<file path="src/pkg/uptc_pkg.sv">
// Purpose: constants and carriers for the usb phy test and control register bank
// Assumes: 32-bit avalon-mm slave with byte addresses, single clock
// Notes: reserved bits read zero
// Overview of operation
// read-only pll clocks usable status, bit 12
// read/write ss transmit pll enable, bit 11
// read-only ss transmit pll usable, bit 10
// bit 9 set disables frontend ready timer
// bit 0 forces all clock gating bypass
// lpm default from eeprom, else otp, else 0
// lpm image flag chosen by hs/fs mode
// usb/lite reset reloads lpm image or 0
// bit 22 fs driver enable, active low
// bits 21/20 fs levels on dp/dm
// read-only fs differential receiver result, bit 19
// hs valid mask 00/01/11; 10 is stored but driven as 00
// hs transmit bits sent serially, lsb first
// hs current source on, forced in hs mode
// bits 10:8 select hs drive current level
// drive level default eeprom, else otp, else 000
// usb/lite reset restores eeprom drive level or 000
// reset protection keeps programmed drive level
// bits 7/6 enable 1.5k pull-ups
// bits 5/4 enable 15k pull-downs
// bit 1 hs driver idle or transmit
// reserved bits read zero, writes ignored
package uptc_pkg;
    localparam int ADDR_W = 8;
    localparam int DATA_W = 32;
    localparam logic [7:0] ADDR_COMMON = 8'h00;
    localparam logic [7:0] ADDR_AFE = 8'hc4;
    localparam logic [7:0] ADDR_GUARD = 8'h10;
    // common register fields
    localparam int COM_LPM_BIT = 17;
    localparam int COM_PLL_OK_BIT = 12;
    localparam int COM_SS_ON_BIT = 11;
    localparam int COM_SS_OK_BIT = 10;
    localparam int COM_TIMER_OFF_BIT = 9;
    localparam int COM_BYPASS_BIT = 0;
    // frontend register fields
    localparam int AFE_FS_OE_N_BIT = 22;
    localparam int AFE_FS_PLUS_BIT = 21;
    localparam int AFE_FS_MINUS_BIT = 20;
    localparam int AFE_FS_RX_BIT = 19;
    localparam int AFE_VALID_LSB = 14;
    localparam int AFE_BITS_LSB = 12;
    localparam int AFE_CS_BIT = 11;
    localparam int AFE_LEVEL_LSB = 8;
    localparam int AFE_PU_PLUS_BIT = 7;
    localparam int AFE_PU_MINUS_BIT = 6;
    localparam int AFE_PD_PLUS_BIT = 5;
    localparam int AFE_PD_MINUS_BIT = 4;
    localparam int AFE_HS_TX_BIT = 1;
    // guard register field
    localparam int GUARD_PROTECT_BIT = 0;
    // valid mask codes, reset values and synchroniser width
    localparam logic [1:0] VALID_NONE = 2'h0;
    localparam logic [1:0] VALID_LSB = 2'h1;
    localparam logic [1:0] VALID_BAD = 2'h2;
    localparam logic [1:0] VALID_BOTH = 2'h3;
    localparam logic [2:0] LEVEL_NOMINAL = 3'h0;
    localparam logic LPM_DEFAULT = 1'b0;
    localparam logic [31:0] RDATA_NONE = 32'h0000_0000;
    localparam int SYNC_W = 3;

    typedef struct packed {
        logic lpm;
        logic ss_on;
        logic timer_off;
        logic bypass;
    } uptc_com_t;

    typedef struct packed {
        logic fs_oe_n;
        logic fs_plus;
        logic fs_minus;
        logic [1:0] valid;
        logic [1:0] bits;
        logic cs_on;
        logic [2:0] level;
        logic pu_plus;
        logic pu_minus;
        logic pd_plus;
        logic pd_minus;
        logic hs_tx;
    } uptc_afe_t;

    typedef struct packed {
        logic eeprom_present;
        logic otp_programmed;
        logic lpm_hs;
        logic lpm_fs;
        logic [2:0] level;
    } uptc_image_t;

    localparam uptc_com_t COM_RESET = '{lpm: LPM_DEFAULT, ss_on: 1'b0, timer_off: 1'b0, bypass: 1'b0};
    localparam uptc_afe_t AFE_RESET = '{fs_oe_n: 1'b0, fs_plus: 1'b0, fs_minus: 1'b0, valid: VALID_NONE,
        bits: 2'h0, cs_on: 1'b0, level: LEVEL_NOMINAL, pu_plus: 1'b0, pu_minus: 1'b0, pd_plus: 1'b0,
        pd_minus: 1'b0, hs_tx: 1'b0};
endpackage : uptc_pkg

</file>
<file path="src/uptc_sync.sv">
// Purpose: three-stage synchroniser with agreement filter for status pins
// Assumes: inputs are asynchronous to clk
// Notes: output changes only when stages two and three agree
`timescale 1ns/100ps
module uptc_sync
#(
    parameter int W = 3
)
(
    input wire logic clk,
    input wire logic sys_rst,
    input wire logic [W-1:0] pin_in,
    output logic [W-1:0] level_out
);
    logic [W-1:0] s1_ff;
    logic [W-1:0] s2_ff;
    logic [W-1:0] s3_ff;
    logic [W-1:0] level_ff;
    logic [W-1:0] agree;
    logic [W-1:0] nxt_level;

    assign agree = ~(s2_ff ^ s3_ff);
    assign nxt_level = (agree & s3_ff) | (~agree & level_ff);
    assign level_out = level_ff;

    always_ff @(posedge clk or posedge sys_rst)
    begin
        if (sys_rst)
        begin
            s1_ff <= '0;
            s2_ff <= '0;
            s3_ff <= '0;
            level_ff <= '0;
        end
        else
        begin
            s1_ff <= pin_in;
            s2_ff <= s1_ff;
            s3_ff <= s2_ff;
            level_ff <= nxt_level;
        end
    end
endmodule : uptc_sync

</file>
<file path="src/uptc_regs.sv">
// Purpose: usb phy test and control registers behind an avalon-mm slave
// Assumes: status pins asynchronous; config image, mode and reset strobes on clk
// Notes: every access answers one cycle after it is seen
`timescale 1ns/100ps
module uptc_regs
(
    input wire logic clk,
    input wire logic sys_rst,
    input wire logic [7:0] avs_address,
    input wire logic avs_read,
    input wire logic avs_write,
    input wire logic [31:0] avs_writedata,
    input wire logic [3:0] avs_byteenable,
    output logic [31:0] avs_readdata,
    output logic avs_waitrequest,
    input wire logic cfg_load,
    input wire uptc_pkg::uptc_image_t cfg_image,
    input wire logic hs_mode,
    input wire logic usb_reset,
    input wire logic lite_reset,
    input wire logic pll_clocks_ok_pin,
    input wire logic ss_tx_pll_ok_pin,
    input wire logic fs_rx_diff_pin,
    output logic ss_tx_pll_on,
    output logic frontend_ready_timer_off,
    output logic gating_bypass_force,
    output logic lpm_fast_start,
    output logic fs_driver_oe_n,
    output logic fs_plus_out,
    output logic fs_minus_out,
    output logic [1:0] frontend_hs_valid_bus,
    output logic hs_tx_serial,
    output logic hs_tx_serial_valid,
    output logic hs_current_source_on,
    output logic [2:0] drive_current_level,
    output logic pullup_plus_on,
    output logic pullup_minus_on,
    output logic pulldown_plus_on,
    output logic pulldown_minus_on,
    output logic hs_driver_transmit
);
    function automatic logic [31:0] merge_bytes(input logic [31:0] old_v, input logic [31:0] new_v,
        input logic [3:0] be);
        logic [31:0] res;
        res = old_v;
        for (int i = 0; i < 4; i++)
        begin
            if (be[i])
            begin
                res[8*i +: 8] = new_v[8*i +: 8];
            end
        end
        return res;
    endfunction : merge_bytes

    function automatic logic lpm_from_image(input uptc_pkg::uptc_image_t img, input logic hs);
        logic v;
        v = hs ? img.lpm_hs : img.lpm_fs;
        if (!(img.eeprom_present || img.otp_programmed))
        begin
            v = uptc_pkg::LPM_DEFAULT;
        end
        return v;
    endfunction : lpm_from_image

    uptc_pkg::uptc_com_t com_ff;
    uptc_pkg::uptc_com_t nxt_com;
    uptc_pkg::uptc_afe_t afe_ff;
    uptc_pkg::uptc_afe_t nxt_afe;
    uptc_pkg::uptc_image_t image_ff;
    uptc_pkg::uptc_image_t nxt_image;
    logic guard_ff;
    logic nxt_guard;
    logic waitrequest_ff;
    logic nxt_waitrequest;
    logic [31:0] readdata_ff;
    logic [31:0] nxt_readdata;
    logic [2:0] status_sync;
    logic pll_ok;
    logic ss_ok;
    logic fs_rx;
    logic req;
    logic accept;
    logic wr_now;
    logic sel_com;
    logic sel_afe;
    logic sel_guard;
    logic restore;
    logic [31:0] com_view;
    logic [31:0] afe_view;
    logic [31:0] guard_view;
    logic [31:0] com_wr;
    logic [31:0] afe_wr;
    logic [31:0] guard_wr;
    logic [2:0] boost_image;
    logic [2:0] boost_restore;
    logic tx_phase_ff;
    logic nxt_tx_phase;
    logic tx_bit_ff;
    logic tx_valid_ff;
    logic nxt_tx_bit;
    logic nxt_tx_valid;
    logic tx_go;
    logic [1:0] valid_bus_ff;
    logic [1:0] nxt_valid_bus;
    logic cs_ff;
    logic nxt_cs;

    // asynchronous analogue status inputs
    uptc_sync #(.W(uptc_pkg::SYNC_W)) u_status_sync
    (
        .clk(clk),
        .sys_rst(sys_rst),
        .pin_in({pll_clocks_ok_pin, ss_tx_pll_ok_pin, fs_rx_diff_pin}),
        .level_out(status_sync)
    );

    assign pll_ok = status_sync[2];
    assign ss_ok = status_sync[1];
    assign fs_rx = status_sync[0];

    // bus decode
    assign req = avs_read || avs_write;
    assign accept = req && waitrequest_ff;
    assign wr_now = avs_write && !waitrequest_ff;
    assign sel_com = (avs_address == uptc_pkg::ADDR_COMMON);
    assign sel_afe = (avs_address == uptc_pkg::ADDR_AFE);
    assign sel_guard = (avs_address == uptc_pkg::ADDR_GUARD);
    assign restore = usb_reset || lite_reset;

    // read views, reserved bits zero
    always_comb
    begin
        com_view = uptc_pkg::RDATA_NONE;
        com_view[uptc_pkg::COM_LPM_BIT] = com_ff.lpm;
        com_view[uptc_pkg::COM_PLL_OK_BIT] = pll_ok;
        com_view[uptc_pkg::COM_SS_ON_BIT] = com_ff.ss_on;
        com_view[uptc_pkg::COM_SS_OK_BIT] = ss_ok;
        com_view[uptc_pkg::COM_TIMER_OFF_BIT] = com_ff.timer_off;
        com_view[uptc_pkg::COM_BYPASS_BIT] = com_ff.bypass;
    end

    always_comb
    begin
        afe_view = uptc_pkg::RDATA_NONE;
        afe_view[uptc_pkg::AFE_FS_OE_N_BIT] = afe_ff.fs_oe_n;
        afe_view[uptc_pkg::AFE_FS_PLUS_BIT] = afe_ff.fs_plus;
        afe_view[uptc_pkg::AFE_FS_MINUS_BIT] = afe_ff.fs_minus;
        afe_view[uptc_pkg::AFE_FS_RX_BIT] = fs_rx;
        afe_view[uptc_pkg::AFE_VALID_LSB +: 2] = afe_ff.valid;
        afe_view[uptc_pkg::AFE_BITS_LSB +: 2] = afe_ff.bits;
        afe_view[uptc_pkg::AFE_CS_BIT] = cs_ff;
        afe_view[uptc_pkg::AFE_LEVEL_LSB +: 3] = afe_ff.level;
        afe_view[uptc_pkg::AFE_PU_PLUS_BIT] = afe_ff.pu_plus;
        afe_view[uptc_pkg::AFE_PU_MINUS_BIT] = afe_ff.pu_minus;
        afe_view[uptc_pkg::AFE_PD_PLUS_BIT] = afe_ff.pd_plus;
        afe_view[uptc_pkg::AFE_PD_MINUS_BIT] = afe_ff.pd_minus;
        afe_view[uptc_pkg::AFE_HS_TX_BIT] = afe_ff.hs_tx;
    end

    always_comb
    begin
        guard_view = uptc_pkg::RDATA_NONE;
        guard_view[uptc_pkg::GUARD_PROTECT_BIT] = guard_ff;
    end

    assign com_wr = merge_bytes(com_view, avs_writedata, avs_byteenable);
    assign afe_wr = merge_bytes(afe_view, avs_writedata, avs_byteenable);
    assign guard_wr = merge_bytes(guard_view, avs_writedata, avs_byteenable);

    // drive level defaults and restore values
    assign boost_image = (cfg_image.eeprom_present || cfg_image.otp_programmed) ? cfg_image.level
        : uptc_pkg::LEVEL_NOMINAL;
    assign boost_restore = image_ff.eeprom_present ? image_ff.level : uptc_pkg::LEVEL_NOMINAL;

    // bus handshake: one wait cycle, answer on the next
    always_comb
    begin
        nxt_waitrequest = 1'b1;
        nxt_readdata = readdata_ff;
        if (accept)
        begin
            nxt_waitrequest = 1'b0;
            nxt_readdata = uptc_pkg::RDATA_NONE;
            if (avs_read && sel_com)
            begin
                nxt_readdata = com_view;
            end
            else if (avs_read && sel_afe)
            begin
                nxt_readdata = afe_view;
            end
            else if (avs_read && sel_guard)
            begin
                nxt_readdata = guard_view;
            end
        end
    end

    // common register next state
    always_comb
    begin
        nxt_com = com_ff;
        if (wr_now && sel_com)
        begin
            nxt_com.lpm = com_wr[uptc_pkg::COM_LPM_BIT];
            nxt_com.ss_on = com_wr[uptc_pkg::COM_SS_ON_BIT];
            nxt_com.timer_off = com_wr[uptc_pkg::COM_TIMER_OFF_BIT];
            nxt_com.bypass = com_wr[uptc_pkg::COM_BYPASS_BIT];
        end
        if (cfg_load)
        begin
            nxt_com.lpm = lpm_from_image(cfg_image, hs_mode);
        end
        else if (restore)
        begin
            nxt_com.lpm = lpm_from_image(image_ff, hs_mode);
        end
    end

    // frontend register next state
    always_comb
    begin
        nxt_afe = afe_ff;
        if (wr_now && sel_afe)
        begin
            nxt_afe.fs_oe_n = afe_wr[uptc_pkg::AFE_FS_OE_N_BIT];
            nxt_afe.fs_plus = afe_wr[uptc_pkg::AFE_FS_PLUS_BIT];
            nxt_afe.fs_minus = afe_wr[uptc_pkg::AFE_FS_MINUS_BIT];
            nxt_afe.valid = afe_wr[uptc_pkg::AFE_VALID_LSB +: 2];
            nxt_afe.bits = afe_wr[uptc_pkg::AFE_BITS_LSB +: 2];
            nxt_afe.cs_on = afe_wr[uptc_pkg::AFE_CS_BIT];
            nxt_afe.level = afe_wr[uptc_pkg::AFE_LEVEL_LSB +: 3];
            nxt_afe.pu_plus = afe_wr[uptc_pkg::AFE_PU_PLUS_BIT];
            nxt_afe.pu_minus = afe_wr[uptc_pkg::AFE_PU_MINUS_BIT];
            nxt_afe.pd_plus = afe_wr[uptc_pkg::AFE_PD_PLUS_BIT];
            nxt_afe.pd_minus = afe_wr[uptc_pkg::AFE_PD_MINUS_BIT];
            nxt_afe.hs_tx = afe_wr[uptc_pkg::AFE_HS_TX_BIT];
        end
        if (cfg_load)
        begin
            nxt_afe.level = boost_image;
        end
        else if (restore && !guard_ff)
        begin
            nxt_afe.level = boost_restore;
        end
    end

    // image memory and guard
    always_comb
    begin
        nxt_image = image_ff;
        if (cfg_load)
        begin
            nxt_image = cfg_image;
        end
        nxt_guard = guard_ff;
        if (wr_now && sel_guard)
        begin
            nxt_guard = guard_wr[uptc_pkg::GUARD_PROTECT_BIT];
        end
    end

    // hs test transmitter, lsb first
    assign tx_go = afe_ff.hs_tx && ((afe_ff.valid == uptc_pkg::VALID_LSB) || (afe_ff.valid == uptc_pkg::VALID_BOTH));

    always_comb
    begin
        nxt_tx_phase = 1'b0;
        nxt_tx_bit = 1'b0;
        nxt_tx_valid = 1'b0;
        if (tx_go)
        begin
            nxt_tx_bit = (afe_ff.valid == uptc_pkg::VALID_BOTH) ? afe_ff.bits[tx_phase_ff] : afe_ff.bits[0];
            nxt_tx_valid = 1'b1;
            nxt_tx_phase = (afe_ff.valid == uptc_pkg::VALID_BOTH) ? ~tx_phase_ff : 1'b0;
        end
    end

    // code 10 is never driven to the frontend
    assign nxt_valid_bus = (afe_ff.valid == uptc_pkg::VALID_BAD) ? uptc_pkg::VALID_NONE : afe_ff.valid;
    assign nxt_cs = afe_ff.cs_on || hs_mode;

    always_ff @(posedge clk or posedge sys_rst)
    begin
        if (sys_rst)
        begin
            com_ff <= uptc_pkg::COM_RESET;
            afe_ff <= uptc_pkg::AFE_RESET;
            image_ff <= '0;
            guard_ff <= 1'b0;
        end
        else
        begin
            com_ff <= nxt_com;
            afe_ff <= nxt_afe;
            image_ff <= nxt_image;
            guard_ff <= nxt_guard;
        end
    end

    always_ff @(posedge clk or posedge sys_rst)
    begin
        if (sys_rst)
        begin
            waitrequest_ff <= 1'b1;
            readdata_ff <= uptc_pkg::RDATA_NONE;
        end
        else
        begin
            waitrequest_ff <= nxt_waitrequest;
            readdata_ff <= nxt_readdata;
        end
    end

    always_ff @(posedge clk or posedge sys_rst)
    begin
        if (sys_rst)
        begin
            tx_phase_ff <= 1'b0;
            tx_bit_ff <= 1'b0;
            tx_valid_ff <= 1'b0;
            valid_bus_ff <= uptc_pkg::VALID_NONE;
            cs_ff <= 1'b0;
        end
        else
        begin
            tx_phase_ff <= nxt_tx_phase;
            tx_bit_ff <= nxt_tx_bit;
            tx_valid_ff <= nxt_tx_valid;
            valid_bus_ff <= nxt_valid_bus;
            cs_ff <= nxt_cs;
        end
    end

    // outputs straight from flip-flops
    assign avs_readdata = readdata_ff;
    assign avs_waitrequest = waitrequest_ff;
    assign ss_tx_pll_on = com_ff.ss_on;
    assign frontend_ready_timer_off = com_ff.timer_off;
    assign gating_bypass_force = com_ff.bypass;
    assign lpm_fast_start = com_ff.lpm;
    assign fs_driver_oe_n = afe_ff.fs_oe_n;
    assign fs_plus_out = afe_ff.fs_plus;
    assign fs_minus_out = afe_ff.fs_minus;
    assign frontend_hs_valid_bus = valid_bus_ff;
    assign hs_tx_serial = tx_bit_ff;
    assign hs_tx_serial_valid = tx_valid_ff;
    assign hs_current_source_on = cs_ff;
    assign drive_current_level = afe_ff.level;
    assign pullup_plus_on = afe_ff.pu_plus;
    assign pullup_minus_on = afe_ff.pu_minus;
    assign pulldown_plus_on = afe_ff.pd_plus;
    assign pulldown_minus_on = afe_ff.pd_minus;
    assign hs_driver_transmit = afe_ff.hs_tx;
endmodule : uptc_regs

</file>
<file path="config.mk">
export PLATFORM = sky130hd
export DESIGN_NAME = uptc_regs
export DESIGN_NICKNAME = d
export VERILOG_FILES = /design/src/pkg/uptc_pkg.sv /design/src/uptc_sync.sv /design/src/uptc_regs.sv
export SDC_FILE = /design/constraint.sdc
export NUM_CORES = 1
export LEC_CHECK = 0
export BUFFER_PORTS_ARGS = -buffer_cell sky130_fd_sc_hd__buf_2
export CORE_ASPECT_RATIO = 1.4
export CORE_MARGIN = 4
export CORE_UTILIZATION = 30
export DETAILED_ROUTE_END_ITERATION = 6
export GPL_ROUTABILITY_DRIVEN = 0
export GPL_TIMING_DRIVEN = 0
export PLACE_DENSITY_LB_ADDON = 0.08
export SYNTH_ARGS = -nofsm -noshare
export SYNTH_HDL_FRONTEND = slang
export SYNTH_SLANG_ARGS = --single-unit
</file>
<file path="constraint.sdc">
create_clock -name clk -period 1.9 [get_ports clk]
set_input_delay 0.095 -clock clk [delete_from_list [all_inputs] [get_ports clk]]
set_output_delay 0.095 -clock clk [all_outputs]
set_load 0.01 [all_outputs]
</file>
==> reports/metrics.cfg <==
[timing]
slew_violations = 0
clock.fmax_mhz = 579
worst_pin_slew_ns = 0.809
setup_viol_count_final = 0
period_minus_slack_ns = 1.73
relSlewSlack_pct = 46.1
fin_crit_sh_pct = 90.8
fin_skew_ns = 0.00335
rsz0062_at_grt = no
hold_viol = 0
worst_slack_ns = 0.174

[min_path]
worstHoldStart = avs_writedata[4]
hold_depth = 2
hp-class = primary input to flop
min_to = pulldown_minus_on

[worst_setup_path]
r2r_slack_ns = 0.17
start_kind = flop
reg2reg_to = avs_readdata[13]
critPathCaptureType = flop
crit_start = avs_waitrequest
path_cells = nand2_1, nor4_4, buf_2, a22o_1
slowest_stage = dfstp_2
rr_startpoint = avs_waitrequest
required_ns = 2.16
path_class = flop to flop
arrival_ns = 1.98
r2r_cells = 4
max_stage_delay_ns = 0.58
worstPathMaxFanout = 10

[route]
vias = 2011
wl_met2_um = 3330
drc = 0
m1WireLength_um = 2720
drt_wl_total_um = 6570
wl_met3_um = 399
wl_per_cell_um = 14.8
drt-pass1-iter-count = 4
final_antenna_net_count = 0
top_layer = met4
viasPerCell = 4.53
first_iter_violations = 86

[finish]
areaGrowthSynthToFinish_pct = 38.0
drive_gt1_share_pct = 43.7
final_cell_mix = buf_2 (88), dfrtp_1 (65), nand2_1 (22), mux2_2 (16), buf_4 (16)
final_area_um2 = 3750
layout.nets = 396
final_common_cell = buf_2
fin_cells = 444
antenna_cells = 0

[yosys]
synth_top_area_cell = dfrtp_1
synth_area_leaders = dfrtp_1 (60%), mux2_2 (6.6%), a22o_1 (4.5%), buf_4 (4.4%), nand2_1 (3.0%)
synth_cells = 211
ys_ff_latch = 66
yosysUniqueCellTypes = 40
yosysTopAreaCellShare_pct = 59.9
ys_warn_count = 0
netlist_area_um2 = 2720
seq_area_frac_synth_pct = 60.9
syn_avg_cell_area_um2 = 12.9

[global_route]
grt_overflow = 0
grt_max_degree = 67
grt_pass1_vias = 2163
antenna_found_initial = 0
grt_pass1_wl_um = 10600
grt_use_total_pct = 13.1

[clocking]
cts_buffers = 9
clockBufferDepth = 2
clk_pin_slew_ns = 0.05
clockRootBuffer = clkbuf_16
cts_tree = built
worstSkewPairLatency_ns = 0.32
htreeDepth = 3
cts.sinks = 66

[die]
initial_core_util_pct = 31.2
dieArea_um2 = 10700
core_area_um2 = 8710
fp.dieH_um = 121
num_rows = 40
die_x_um = 88.4
ioPinCount = 115

[power]
p_total_w = 0.00327
ir_worst_vdd_mv = 0.418
leakage_nw = 1.99
power.density_nw_per_um2 = 872

[placement]
placed_cell_area_um2 = 3320
dp_hpwl_um = 4780
pre_cts_slack_ns = -0.208
place_inst = 413
io_buffers = 85

[flow_run]
maxCapViolCount = 0

[run_status]
status = completed

-- where the power goes --
| group | switching [W] | total [W] | internal [W] |
|---|---|---|---|
| Clock | 0.000573 | 0.00148 | 0.000910 |
| Combinational | 0.000148 | 0.000290 | 0.000141 |
| Sequential | 0.0000340 | 0.00149 | 0.00146 |
-- Yosys cell counts --
| cell | count |
|---|---|
| dfrtp_1 | 65 |
| nand2_1 | 22 |
| buf_4 | 16 |
| mux2_2 | 16 |
| a22o_1 | 14 |
| nor2_1 | 6 |
| clkbuf_1 | 5 |
| mux2i_1 | 5 |
| a22oi_1 | 4 |
| a2bb2oi_1 | 4 |
| mux2_4 | 4 |
| o21ai_0 | 4 |
| buf_2 | 3 |
| maj3_1 | 3 |
| nand2b_1 | 3 |
| nand3_1 | 3 |
| nand4_1 | 3 |
| nor3_1 | 3 |
| o22a_1 | 3 |
| a21oi_1 | 2 |
| and3_1 | 2 |
| inv_1 | 2 |
| nor4_1 | 2 |
| a31oi_1 | 1 |
| and2_1 | 1 |
| buf_1 | 1 |
| buf_6 | 1 |
| conb_1 | 1 |
| dfstp_2 | 1 |
| nand3b_1 | 1 |
| nor2b_1 | 1 |
| nor3b_1 | 1 |
| nor4_4 | 1 |
| nor4b_2 | 1 |
| o21ba_2 | 1 |
| o22ai_1 | 1 |
| o41ai_1 | 1 |
| or2_2 | 1 |
| or4_1 | 1 |
| or4_4 | 1 |
-- worst max path at each step --
| stage | slack, ns | cells past startpoint | endpoint |
|---|---|---|---|
| finish | 0.17 | 4 | avs_readdata[13] |
| global route | 0.05 | 4 | avs_readdata[7] |
| CTS | 0.12 | 4 | avs_readdata[1] |
| detailed placement | -0.21 | 7 | pullup_plus_on |
| global placement | -0.81 | 2 | image_ff[4] |
| floorplan | 0.12 | 5 | afe_ff[10] |
-- sequential cells by signal (all words and copies together), names as in the netlist, 2 cells and up, named ones only --
signal,flops
avs_readdata,19
image_ff,7
afe_ff,5
drive_current_level,3
u_status_sync.s1_ff,3
u_status_sync.s2_ff,3
u_status_sync.s3_ff,3
frontend_hs_valid_bus,2
-- kinds of logic after synthesis --
family / synth area share (%)
AO/OA/AOI/OAI: 10.1
AND/OR/NAND/NOR: 10.6
adder cells (fa/ha/maj): 1.11
flip-flops: 60.9
other: 0.138
multiplexers: 10.7
buffers and inverters: 6.50
-- through the flow --
stage / util (%) / hold slack (ns) / setup TNS, ns
2_1_floorplan: - / 0.126 / 0
3_5_place_dp: 38.1 / 0.204 / -2.94
5_1_grt: 43.0 / 0.00381 / 0
3_3_place_gp: 38.1 / 0.204 / -55.98
4_1_cts: 43.0 / 0.000458 / 0
6_report: 43.0 / 0.0141 / 0
-- critical path, delay by kind of cell, from the launching register on --
family | cells | cell delay, ns
DFF | 1 | 0.58
AOI/OAI and AO/OA | 1 | 0.17
and+or+nand+nor | 2 | 0.56
buffers and inverters | 1 | 0.35
-- per-layer routing --
metal	up-vias	GRT usage, %
li1	979	-
met1	960	16.2
met2	62	21.2
met3	10	2.86
met4	0	6.62
met5	-	0
-- area by class of cell --
class	instances	area, um2
plain buffers	26	169
fillers	870	4960
well taps	105	131
clock buffers	11	243
flip-flops and latches	66	1650
multi-input cells	129	936
repair buffers	100	576
clock inverters	5	30.0
inverters	2	10.0
-- repair_timing --
item | in CTS | in global routing
buffers inserted | 0 | 0
resized for setup | 0 | 1
endpoints found under the hold margin | 78 | 0
setup endpoints to repair | 0 | 5
hold buffers | 15 | 0
Power figures use the tool's default switching activity.
